--- config.mk ---
export PLATFORM = sky130hd
export DESIGN_NAME = loop_message_crc_framer
export DESIGN_NICKNAME = d
export VERILOG_FILES = /design/src/hw/loop_framer_pkg.sv /design/src/hw/loop_message_crc_framer.sv
export SDC_FILE = /design/constraint.sdc
export NUM_CORES = 1
export LEC_CHECK = 0
export BUFFER_PORTS_ARGS = -buffer_cell sky130_fd_sc_hd__buf_2
export CORE_ASPECT_RATIO = 1.25
export CORE_UTILIZATION = 44
export DETAILED_ROUTE_END_ITERATION = 10
export SYNTH_ARGS = -nofsm -noshare
export SYNTH_HDL_FRONTEND = slang
export SYNTH_SLANG_ARGS = --single-unit
--- constraint.sdc ---
create_clock -name sys_clk -period 3.8 [get_ports sys_clk]
set_input_delay 0.57 -clock sys_clk [delete_from_list [all_inputs] [get_ports sys_clk]]
set_output_delay 0.57 -clock sys_clk [all_outputs]
set_load 0.005 [all_outputs]
--- src/hw/loop_framer_pkg.sv ---
/*
 * Constants, field sequence, frame tracking struct and the bit-serial
 * CRC/field stepping function shared by the receive and transmit paths
 * of the loop message framer.
 * Assumes messages are whole octets, sent most significant bit first.
 */
package loop_framer_pkg;

    // ****************************************************************
    // Constants
    // ****************************************************************
    // Generator without its x^8 term
    localparam logic [7:0] OCTET_CRC_POLY = 8'h07;
    localparam logic [7:0] CRC_INIT = 8'h00;
    // Group size N; other legal sizes are 2, 4 and 16
    localparam logic [7:0] CRC_GROUP = 8'h08;
    localparam logic [7:0] GROUP_MASK = CRC_GROUP - 8'h01;
    // Length code of a fixed length message (eight data octets)
    localparam logic [7:0] FIXED_LEN_CODE = 8'h07;
    // Identification bit that marks variable length data
    localparam int MSGID_VAR_BIT = 0;
    localparam logic [2:0] LAST_BIT = 3'h7;

    // ****************************************************************
    // Types
    // ****************************************************************
    // Field currently on the line
    typedef enum logic [3:0] {
        F_ADDR = 4'h0,
        F_MSGID = 4'h1,
        F_HCRC = 4'h2,
        F_LEN = 4'h3,
        F_ROUTE = 4'h4,
        F_LCRC = 4'h5,
        F_DATA = 4'h6,
        F_DCRC = 4'h7,
        F_END = 4'h8
    } field_e;

    // Position of one direction within a message
    typedef struct packed {
        field_e field;        // Field in progress
        logic [2:0] bit_cnt;  // Bit within octet
        logic [7:0] crc;      // Running CRC
        logic [7:0] octet;    // Octet being assembled
        logic [7:0] remain;   // Data octets left minus one
        logic var_len;        // Variable length message
        logic last;           // Last data octet done; final data CRC under way
    } frame_s;

    localparam frame_s FRAME_RESET = '{field: F_ADDR, bit_cnt: 3'h0,
        crc: CRC_INIT, octet: 8'h00, remain: 8'h00, var_len: 1'b0,
        last: 1'b0};

    // ****************************************************************
    // Functions
    // ****************************************************************
    // True while a CRC octet is on the line
    function automatic logic is_crc(field_e f);
        return (f == F_HCRC) || (f == F_LCRC) || (f == F_DCRC);
    endfunction : is_crc

    // Advance one bit: CRC shift and field sequencing
    function automatic frame_s frame_bit(frame_s f, logic b);
        frame_s n;
        logic [7:0] oct;
        n = f;
        oct = {f.octet[6:0], b};
        n.octet = oct;
        // Feeding a CRC octet drives the register back to zero
        n.crc = {f.crc[6:0], 1'b0} ^
            ((f.crc[7] ^ b) ? OCTET_CRC_POLY : 8'h00);
        n.bit_cnt = f.bit_cnt + 3'h1;
        if (f.bit_cnt == LAST_BIT) begin
            unique case (f.field)
                F_ADDR: n.field = F_MSGID;
                F_MSGID: begin
                    n.field = F_HCRC;
                    n.var_len = oct[MSGID_VAR_BIT];
                end
                F_HCRC: begin
                    n.field = f.var_len ? F_LEN : F_DATA;
                    n.remain = FIXED_LEN_CODE;
                end
                F_LEN: begin
                    n.field = F_ROUTE;
                    n.remain = oct;
                end
                F_ROUTE: n.field = F_LCRC;
                F_LCRC: n.field = F_DATA;
                F_DATA: begin
                    n.last = (f.remain == 8'h00);
                    if (!n.last) begin
                        n.remain = f.remain - 8'h01;
                    end
                    n.field = ((f.remain & GROUP_MASK) == 8'h00) ?
                        F_DCRC : F_DATA;
                end
                F_DCRC: n.field = f.last ? F_END : F_DATA;
                F_END: n.field = F_END;
                default: n.field = F_END;
            endcase
        end
        return n;
    endfunction : frame_bit

endpackage : loop_framer_pkg

--- src/hw/loop_message_crc_framer.sv ---
/*
 * Message framer of a station's communication interface unit: receives
 * messages from the loop line, strips and checks CRC fields and passes
 * content to the device side; takes content from the device side bit
 * by bit, inserts CRC fields and sends it to the reply line.
 * Assumes line clock, line data and line frame arrive asynchronously,
 * line data is stable around the line clock rising edge, and the device
 * side runs on sys_clk and answers a bit request within half a line bit.
 */
`timescale 1ns/1ps

module loop_message_crc_framer
    import loop_framer_pkg::*;
(
    input wire logic sys_clk,
    input wire logic rst_n,
    // Line side
    input wire logic line_clk,
    input wire logic line_rx_data,
    input wire logic line_rx_frame,
    output logic line_tx_data,
    output logic line_tx_frame,
    // Device side, receive
    output logic rx_msg_present,
    output logic rx_data,
    output logic rx_strobe,
    output logic rx_error,
    // Device side, transmit
    input wire logic tx_msg_present,
    input wire logic tx_data,
    input wire logic tx_strobe,
    output logic tx_bit_req
);

    // ****************************************************************
    // Line input synchroniser and edge finder
    // ****************************************************************
    logic [2:0] sync1_reg; // First stage, read only by second
    logic [2:0] sync2_reg; // {frame, data, clock}
    logic clk_q_reg;       // Previous synchronised line clock
    logic [2:0] sync1_next;
    logic [2:0] sync2_next;
    logic clk_q_next;
    logic line_rise;
    logic line_fall;

    // Next values of the synchroniser
    always_comb begin
        sync1_next = {line_rx_frame, line_rx_data, line_clk};
        sync2_next = sync1_reg;
        clk_q_next = sync2_reg[0];
    end

    // Registers of the synchroniser
    always_ff @(posedge sys_clk) begin
        if (!rst_n) begin
            sync1_reg <= 3'h0;
            sync2_reg <= 3'h0;
            clk_q_reg <= 1'b0;
        end else begin
            sync1_reg <= sync1_next;
            sync2_reg <= sync2_next;
            clk_q_reg <= clk_q_next;
        end
    end

    // Edges of the common line clock pace both directions
    assign line_rise = sync2_reg[0] & ~clk_q_reg;
    assign line_fall = ~sync2_reg[0] & clk_q_reg;

    // ****************************************************************
    // Receive path
    // ****************************************************************
    frame_s rx_frame_reg;    // Receive position
    logic rx_active_reg;     // Message in progress
    logic rx_msg_present_reg;
    logic rx_data_reg;
    logic rx_strobe_reg;
    logic rx_error_reg;
    frame_s rx_frame_next;
    logic rx_active_next;
    logic rx_msg_present_next;
    logic rx_data_next;
    logic rx_strobe_next;
    logic rx_error_next;
    frame_s rx_step;         // Position after the sampled bit

    // Next values of the receive path
    always_comb begin
        rx_frame_next = rx_frame_reg;
        rx_active_next = rx_active_reg;
        rx_msg_present_next = rx_msg_present_reg;
        rx_data_next = rx_data_reg;
        rx_strobe_next = 1'b0;
        rx_error_next = rx_error_reg;
        rx_step = frame_bit(rx_frame_reg, sync2_reg[1]);
        if (!rx_active_reg) begin
            // New message: fresh CRC, error cleared
            if (sync2_reg[2]) begin
                rx_active_next = 1'b1;
                rx_msg_present_next = 1'b1;
                rx_frame_next = FRAME_RESET;
                rx_error_next = 1'b0;
            end
        end else if (!sync2_reg[2]) begin
            // Frame ended; a cut short message counts as an error
            rx_active_next = 1'b0;
            rx_msg_present_next = 1'b0;
            if (rx_frame_reg.field != F_END) begin
                rx_error_next = 1'b1;
            end
        end else if (line_rise && (rx_frame_reg.field != F_END)) begin
            rx_frame_next = rx_step;
            if (is_crc(rx_frame_reg.field)) begin
                // CRC octets go no further than this block
                if ((rx_frame_reg.bit_cnt == LAST_BIT) &&
                    (rx_step.crc != CRC_INIT)) begin
                    rx_error_next = 1'b1;
                end
            end else begin
                // Content, route included, is passed as it arrives
                rx_data_next = sync2_reg[1];
                rx_strobe_next = 1'b1;
            end
        end
    end

    // Registers of the receive path
    always_ff @(posedge sys_clk) begin
        if (!rst_n) begin
            rx_frame_reg <= FRAME_RESET;
            rx_active_reg <= 1'b0;
            rx_msg_present_reg <= 1'b0;
            rx_data_reg <= 1'b0;
            rx_strobe_reg <= 1'b0;
            rx_error_reg <= 1'b0;
        end else begin
            rx_frame_reg <= rx_frame_next;
            rx_active_reg <= rx_active_next;
            rx_msg_present_reg <= rx_msg_present_next;
            rx_data_reg <= rx_data_next;
            rx_strobe_reg <= rx_strobe_next;
            rx_error_reg <= rx_error_next;
        end
    end

    // ****************************************************************
    // Transmit path
    // ****************************************************************
    frame_s tx_frame_reg;    // Transmit position
    logic tx_active_reg;     // Message on the reply line
    logic tx_armed_reg;      // Message present seen low since last
    logic tx_hold_reg;       // Last bit offered by the device
    logic tx_bit_req_reg;
    logic line_tx_data_reg;
    logic line_tx_frame_reg;
    frame_s tx_frame_next;
    logic tx_active_next;
    logic tx_armed_next;
    logic tx_hold_next;
    logic tx_bit_req_next;
    logic line_tx_data_next;
    logic line_tx_frame_next;
    logic tx_bit;            // Bit driven at this falling edge

    // Next values of the transmit path
    always_comb begin
        tx_frame_next = tx_frame_reg;
        tx_active_next = tx_active_reg;
        tx_armed_next = tx_armed_reg | ~tx_msg_present;
        tx_hold_next = tx_hold_reg;
        tx_bit_req_next = 1'b0;
        line_tx_data_next = line_tx_data_reg;
        line_tx_frame_next = line_tx_frame_reg;
        tx_bit = is_crc(tx_frame_reg.field) ? tx_frame_reg.crc[7] :
            tx_hold_reg;
        // Only the device side starts a send; receive errors never do
        if (!tx_active_reg && tx_armed_reg && tx_msg_present &&
            line_rise) begin
            tx_active_next = 1'b1;
            tx_armed_next = 1'b0;
            tx_frame_next = FRAME_RESET;
            tx_bit_req_next = 1'b1;
        end else if (tx_active_reg && line_rise &&
            (tx_frame_reg.field != F_END) &&
            !is_crc(tx_frame_reg.field)) begin
            // One request per content bit, none for CRC bits, answered before the fall
            tx_bit_req_next = 1'b1;
        end
        // Device answer is caught whenever it comes
        if (tx_strobe) begin
            tx_hold_next = tx_data;
        end
        if (tx_active_reg && line_fall) begin
            if (tx_frame_reg.field == F_END) begin
                // Last CRC bit has had its rising edge; close frame
                tx_active_next = 1'b0;
                line_tx_frame_next = 1'b0;
                line_tx_data_next = 1'b0;
            end else begin
                // CRC octets are shifted out of the register itself
                line_tx_data_next = tx_bit;
                line_tx_frame_next = 1'b1;
                tx_frame_next = frame_bit(tx_frame_reg, tx_bit);
            end
        end
    end

    // Registers of the transmit path
    always_ff @(posedge sys_clk) begin
        if (!rst_n) begin
            tx_frame_reg <= FRAME_RESET;
            tx_active_reg <= 1'b0;
            tx_armed_reg <= 1'b0;
            tx_hold_reg <= 1'b0;
            tx_bit_req_reg <= 1'b0;
            line_tx_data_reg <= 1'b0;
            line_tx_frame_reg <= 1'b0;
        end else begin
            tx_frame_reg <= tx_frame_next;
            tx_active_reg <= tx_active_next;
            tx_armed_reg <= tx_armed_next;
            tx_hold_reg <= tx_hold_next;
            tx_bit_req_reg <= tx_bit_req_next;
            line_tx_data_reg <= line_tx_data_next;
            line_tx_frame_reg <= line_tx_frame_next;
        end
    end

    // ****************************************************************
    // Outputs
    // ****************************************************************
    assign line_tx_data = line_tx_data_reg;
    assign line_tx_frame = line_tx_frame_reg;
    assign rx_msg_present = rx_msg_present_reg;
    assign rx_data = rx_data_reg;
    assign rx_strobe = rx_strobe_reg;
    assign rx_error = rx_error_reg;
    assign tx_bit_req = tx_bit_req_reg;

    // ****************************************************************
    // Assertions
    // ****************************************************************
    // Strobes to the device side are single pulses
    a_rx_strobe_pulse: assert property (@(posedge sys_clk) disable iff
        (!rst_n) rx_strobe_reg |=> !rx_strobe_reg)
        else $error("receive strobe longer than one cycle");

    a_bit_req_pulse: assert property (@(posedge sys_clk) disable iff
        (!rst_n) tx_bit_req_reg |=> !tx_bit_req_reg)
        else $error("bit request longer than one cycle");

    // No CRC bit reaches the device side
    a_crc_stripped: assert property (@(posedge sys_clk) disable iff
        (!rst_n) rx_strobe_reg |->
        !is_crc($past(rx_frame_reg.field)))
        else $error("CRC bit passed to device side");

    // Error stays up to the end of the message
    a_error_sticky: assert property (@(posedge sys_clk) disable iff
        (!rst_n) (rx_error_reg && rx_active_reg) |=> rx_error_reg)
        else $error("receive error dropped inside a message");

    // Every message starts at the address with a zero CRC
    a_crc_cleared: assert property (@(posedge sys_clk) disable iff
        (!rst_n) $rose(rx_msg_present_reg) |->
        (rx_frame_reg.crc == CRC_INIT) &&
        (rx_frame_reg.field == F_ADDR))
        else $error("receive message did not start clean");

    // CRC bits on the line come from the CRC register
    a_tx_crc_bit: assert property (@(posedge sys_clk) disable iff
        (!rst_n) (tx_active_reg && line_fall &&
        is_crc(tx_frame_reg.field)) |=>
        (line_tx_data_reg == $past(tx_frame_reg.crc[7])))
        else $error("transmitted CRC bit wrong");

    // Only fixed length messages skip to data after the header CRC
    a_fixed_skip: assert property (@(posedge sys_clk) disable iff
        (!rst_n) ($past(rx_frame_reg.field) == F_HCRC &&
        rx_frame_reg.field == F_DATA) |-> !rx_frame_reg.var_len)
        else $error("variable length message skipped length field");

    // Data CRC points fall where the residue is zero
    a_group_point: assert property (@(posedge sys_clk) disable iff
        (!rst_n) ($past(rx_frame_reg.field) == F_DATA &&
        rx_frame_reg.field == F_DCRC) |->
        (($past(rx_frame_reg.remain) & GROUP_MASK) == 8'h00))
        else $error("data CRC at wrong position");

    // No strobe outside a message
    a_strobe_in_msg: assert property (@(posedge sys_clk) disable iff
        (!rst_n) rx_strobe_reg |-> rx_msg_present_reg)
        else $error("receive strobe outside a message");

endmodule : loop_message_crc_framer

* Word level (Yosys, flattened, before mapping) *
Cells that the tools add are included.

word-level totals
  input port bits = 8
  logic and storage cells = 164
  register bits after elaboration = 83
  output and inout bits = 7

operators by class
  bitwise operators = 12
  muxes and demuxes = 49
  equal/unequal tests = 34
  add/subtract/negate cells = 4
  reduce and logical (&&, ||, !) cells = 37

operators with widths
  operator               number
  $mux W33               7
  $pmux W4 S8            2
  $pmux W8 S3            2
  $eq A4 B3 Y1 const B   8
  $logic_not A8 Y1       4
  $mux W1                26
  $mux W10               2
  $eq A4 B2 Y1 const B   4
  $mux W4                4
  $mux W8                2
  $reduce_and A4 Y1      4
  $sub A8 B1 Y8 const B  2
  $xor A8 B3 Y8          2
  $mux W3                4
  $ne A4 B4 Y1 const B   3
  $reduce_and A5 Y1      2
  $logic_and A1 B1 Y1    9
  $ne A3 B1 Y1 const B   3
  $ne A3 B2 Y1 const B   3
  $eq A4 B1 Y1 const B   2
  $logic_not A4 Y1       2
  $ne A2 B1 Y1 const B   4
  $reduce_and A2 Y1      4
  $reduce_bool A8 Y1     1
  16 further kinds       30

* Longest topological paths before layout *
  depth in word-level cells = 10
  depth in mapped cells = 8
  mapped depth without buffers = 7

* Least setup slack after synthesis *
No wires, ideal clock.

  kind = reg-to-reg
  start = reg tx_frame_reg[26] (netlist name)
  end = reg tx_frame_reg[7] (netlist name)
  data required time = 3678 ps
  period minus slack after synthesis = 1845 ps
  setup time = 122 ps
  path slack = 1955 ps
  cell stages (with the launch flop) = 8
  arrival = 1723 ps
  buffers on the path = 0
  cells stage by stage = dfxtp_1 -> ha_1 -> ha_1 -> nand2b_1 -> nor2_1 -> o2111a_1 -> o22ai_1 -> a221o_1

on the way
  longest elaborated chain between the ends = 3

RTL lines
  what                         line                            RTL
  start: declaration           loop_message_crc_framer.sv:150  frame_s tx_frame_reg;
  start signal: assignment     loop_message_crc_framer.sv:220  tx_frame_reg <= tx_frame_next;
  $eq A3 B3 Y1                 loop_framer_pkg.sv:74           if (f.bit_cnt == LAST_BIT) begin
  $ne A3 B1 Y1 (no line)       --
  $reduce_and A3 Y1 (no line)  --

Every way passes these cells.
A chain may end at the register's enable or synchronous reset.

* Final worst setup path *
  start = reg tx_frame_reg[29] (netlist name)
  end = reg tx_frame_reg[1] (netlist name)

on the way
  longest elaborated chain between the ends = 8
  elaborated cells between the ends (all ways) = 15
  those cells by class = 7 x eq/ne; 5 x mux; 3 x reduce/logical

RTL lines
  what                                                 line                            RTL
  $eq A4 B2 Y1 / $eq A4 B3 Y1 (equally long branches)  loop_framer_pkg.sv:60           return (f == F_HCRC) || (f == F_LCRC) || (f == F_DCRC);
  $logic_or A1 B1 Y1 (2 in series)                     loop_framer_pkg.sv:60
  $mux W1                                              loop_message_crc_framer.sv:175  tx_bit = is_crc(tx_frame_reg.field) ? tx_frame_reg.crc[7] :
  $mux W1                                              loop_framer_pkg.sv:75           unique case (f.field)
  $mux W10                                             loop_framer_pkg.sv:74
  $mux W33                                             loop_message_crc_framer.sv:195  if (tx_frame_reg.field == F_END) begin
  $mux W33                                             loop_message_crc_framer.sv:194  if (tx_active_reg && line_fall) begin

Parallel ways exist; a longest one is shown, timed or not. The select of a mux whose other input is x is not followed.

==> results_dict.tcl <==
set metrics [dict create \
    synth_area_per_cell_sq_um 8.584 \
    timing.final.crit_share_pct 59.13 \
    fp-row-count 37 \
    drcViolationCount 0 \
    slew_violations 0 \
    layout.nets 466 \
    max_cap_viol_count 0 \
    viasPerCell 5.792 \
    ys_seq_area_share_pct 43.07 \
    critical_path.max_fanout 21 \
    first_pass_iters 5 \
    yosys_warnings 0 \
    arrival_ns 2.52 \
    max_freq_mhz 445.0 \
    cts_root_buf "clkbuf_8" \
    synth_area_sq_um 3811 \
    required_ns 4.07 \
    dieArea_sq_um 9040 \
    finClkSkew_ns 0.009102 \
    setup_tns_ns 0 \
    antenna_found_initial 0 \
    synth_ff_type "dfxtp_1" \
    grt_pass1_vias 3037 \
    finalHoldViolations 0 \
    pin_count 15 \
    grt_max_degree 56 \
    synth.distinct_cells 57 \
    numCtsBuffers 9 \
    htreeDepth 3 \
    core_area_sq_um 8333 \
    drive_gt1_share_pct 8.869 \
    async_flop_share_pct 0 \
    synth-xor-area-share_pct 3.217 \
    synth.mux.area_fraction_pct 1.904 \
    min_path_type "in2reg" \
    clk_latency_ns 0.35 \
    power.total_mw 1.535 \
    overflow 0 \
    relSlewSlack_pct 26.86 \
    synth_adder_area_share_pct 3.611 \
    die_w_um 85.24 \
    fin_ws_ns 1.553 \
    drt_wl_total_mm 8.295 \
    layout_common_cells "dfxtp_1, nor2_1, a22oi_1" \
    wl_per_cell_um 15.14 \
    tightest_slew_ns 1.091 \
    place_worst_setup_slack_ns 1.575 \
    synth_top_family_by_area "simple AND/OR/NAND/NOR gates" \
    p_leak_nw 1.473 \
    clkTransAtPathRegs_ns 0.07 \
    clock_path_buffers 2 \
    rsz0062_at_grt "no" \
    num_vias 3174 \
    path_class "reg2reg" \
    area_growth_pct 7.420 \
    ctsHoldBuffers 0 \
    synth_edf_count 0 \
    initial_core_util_pct 45.74 \
    yosys.area.top_type "dfxtp_1" \
    yosys.area.top_type_share_pct 43.07 \
    powerDensity_nw_per_um2 375.0 \
    cts_sinks 82 \
    synthSimpleGateAreaFrac_pct 22.59 \
    synth.ff_latch_count 82 \
    dr.first_iter.drc_count 138 \
    synth_area_leaders "dfxtp_1, a22oi_1, nor2_1, ha_1, a21oi_1" \
    end_kind "flip-flop" \
    place.gp.congestion 0.8486 \
    ctsResizeCount 0 \
    fillCellCount 818 \
    n_antenna_cell 0 \
    hpwl_mm 5.674 \
    layout_commonest_cell "dfxtp_1" \
    die_y_um 106.1 \
    ant_nets 0 \
    vdd_drop_max_v 0.0001663 \
    final.min_clock_period_ns 2.247 \
    grt_use_total_pct 20.24 \
    synth-compound-area-share_pct 20.98 \
    syn_nets 463 \
    port_buffers 14 \
    grt_pass1_wl_mm 14.39 \
    finalSetupViolations 0 \
    netlist_instances 444 \
    outcome "finished clean" \
    cts_setup_buffers 0 \
    cts_tree "done" \
    cp-start-kind "flip-flop" \
]
-- layout make-up --
type / count / area (sq um) / area share [%]
multi-input cells: 320 / 1993 / 48.69
flip-flops and latches: 82 / 1642 / 40.10
clock buffers: 12 / 145.1 / 3.545
well taps: 97 / 121.4 / 2.965
repair buffers: 16 / 85.08 / 2.078
inverters: 18 / 67.56 / 1.650
clock inverters: 3 / 40.04 / 0.9780
-- through the flow --
step	std cells	hold slack [ns]	instance area (sq um)	util (%)
after floorplan	444	0.4119	3811	-
after global placement	533	0.4198	3909	46.91
after detailed placement	533	0.4208	3909	46.91
after CTS	548	0.3935	4094	49.13
after global routing	548	0.4064	4094	49.13
final	548	0.4053	4094	49.13
-- final timing paths --
kind                                       start              end  slack (ns)  cells after the start
worst min register to register      sync1_reg[1]     sync2_reg[1]        0.42                      1
worst max-delay path            tx_frame_reg[29]  tx_frame_reg[1]        1.55                      6
worst max register to register  tx_frame_reg[29]  tx_frame_reg[1]        1.55                      6
worst min-delay path              tx_msg_present     tx_armed_reg        0.41                      2
-- routing by layer --
layer | up-vias | global-route usage [%] | routed length, um
met3 | 18 | 3.106 | 157
met5 | - | 0 | 0
met4 | 0 | 11.02 | 239
li1 | 1608 | - | -
met1 | 1501 | 24.57 | 3788
met2 | 47 | 34.16 | 4109
-- power breakdown --
part / switching [mW] / total, mW / internal (mW)
combinational: 0.0334 / 0.0484 / 0.0150
clock: 0.299 / 0.616 / 0.317
sequential: 0.00657 / 0.871 / 0.865
-- kinds of logic after synthesis --
group                      count (synthesis)
DFF                                       82
muxes                                      7
buffers and inverters                     42
xor gates and xnor gates                  14
adders and majority gates                 11
and+or+nand+nor                          169
AOI/OAI and AO/OA                        119
-- cell usage after synthesis (6+ instances only) --
cell type  instances
dfxtp_1           82
nor2_1            67
a22oi_1           36
nand2_1           29
a21oi_1           26
o21ai_0           20
inv_1             17
clkbuf_1          14
nand3_1           14
ha_1              11
nor3_1            11
buf_2              9
and2_1             8
nand2b_1           8
xnor2_1            8
o211ai_1           6
o31ai_1            6
xor2_1             6
-- critical path: stages (launching register included) --
cell and delay (ns):
dfxtp_1 0.42, or4b_1 0.62, and2_4 0.27, nor2_1 0.34
buf_4 0.27, o21ai_0 0.11, a21oi_1 0.13
Power figures use the tool's default switching activity.
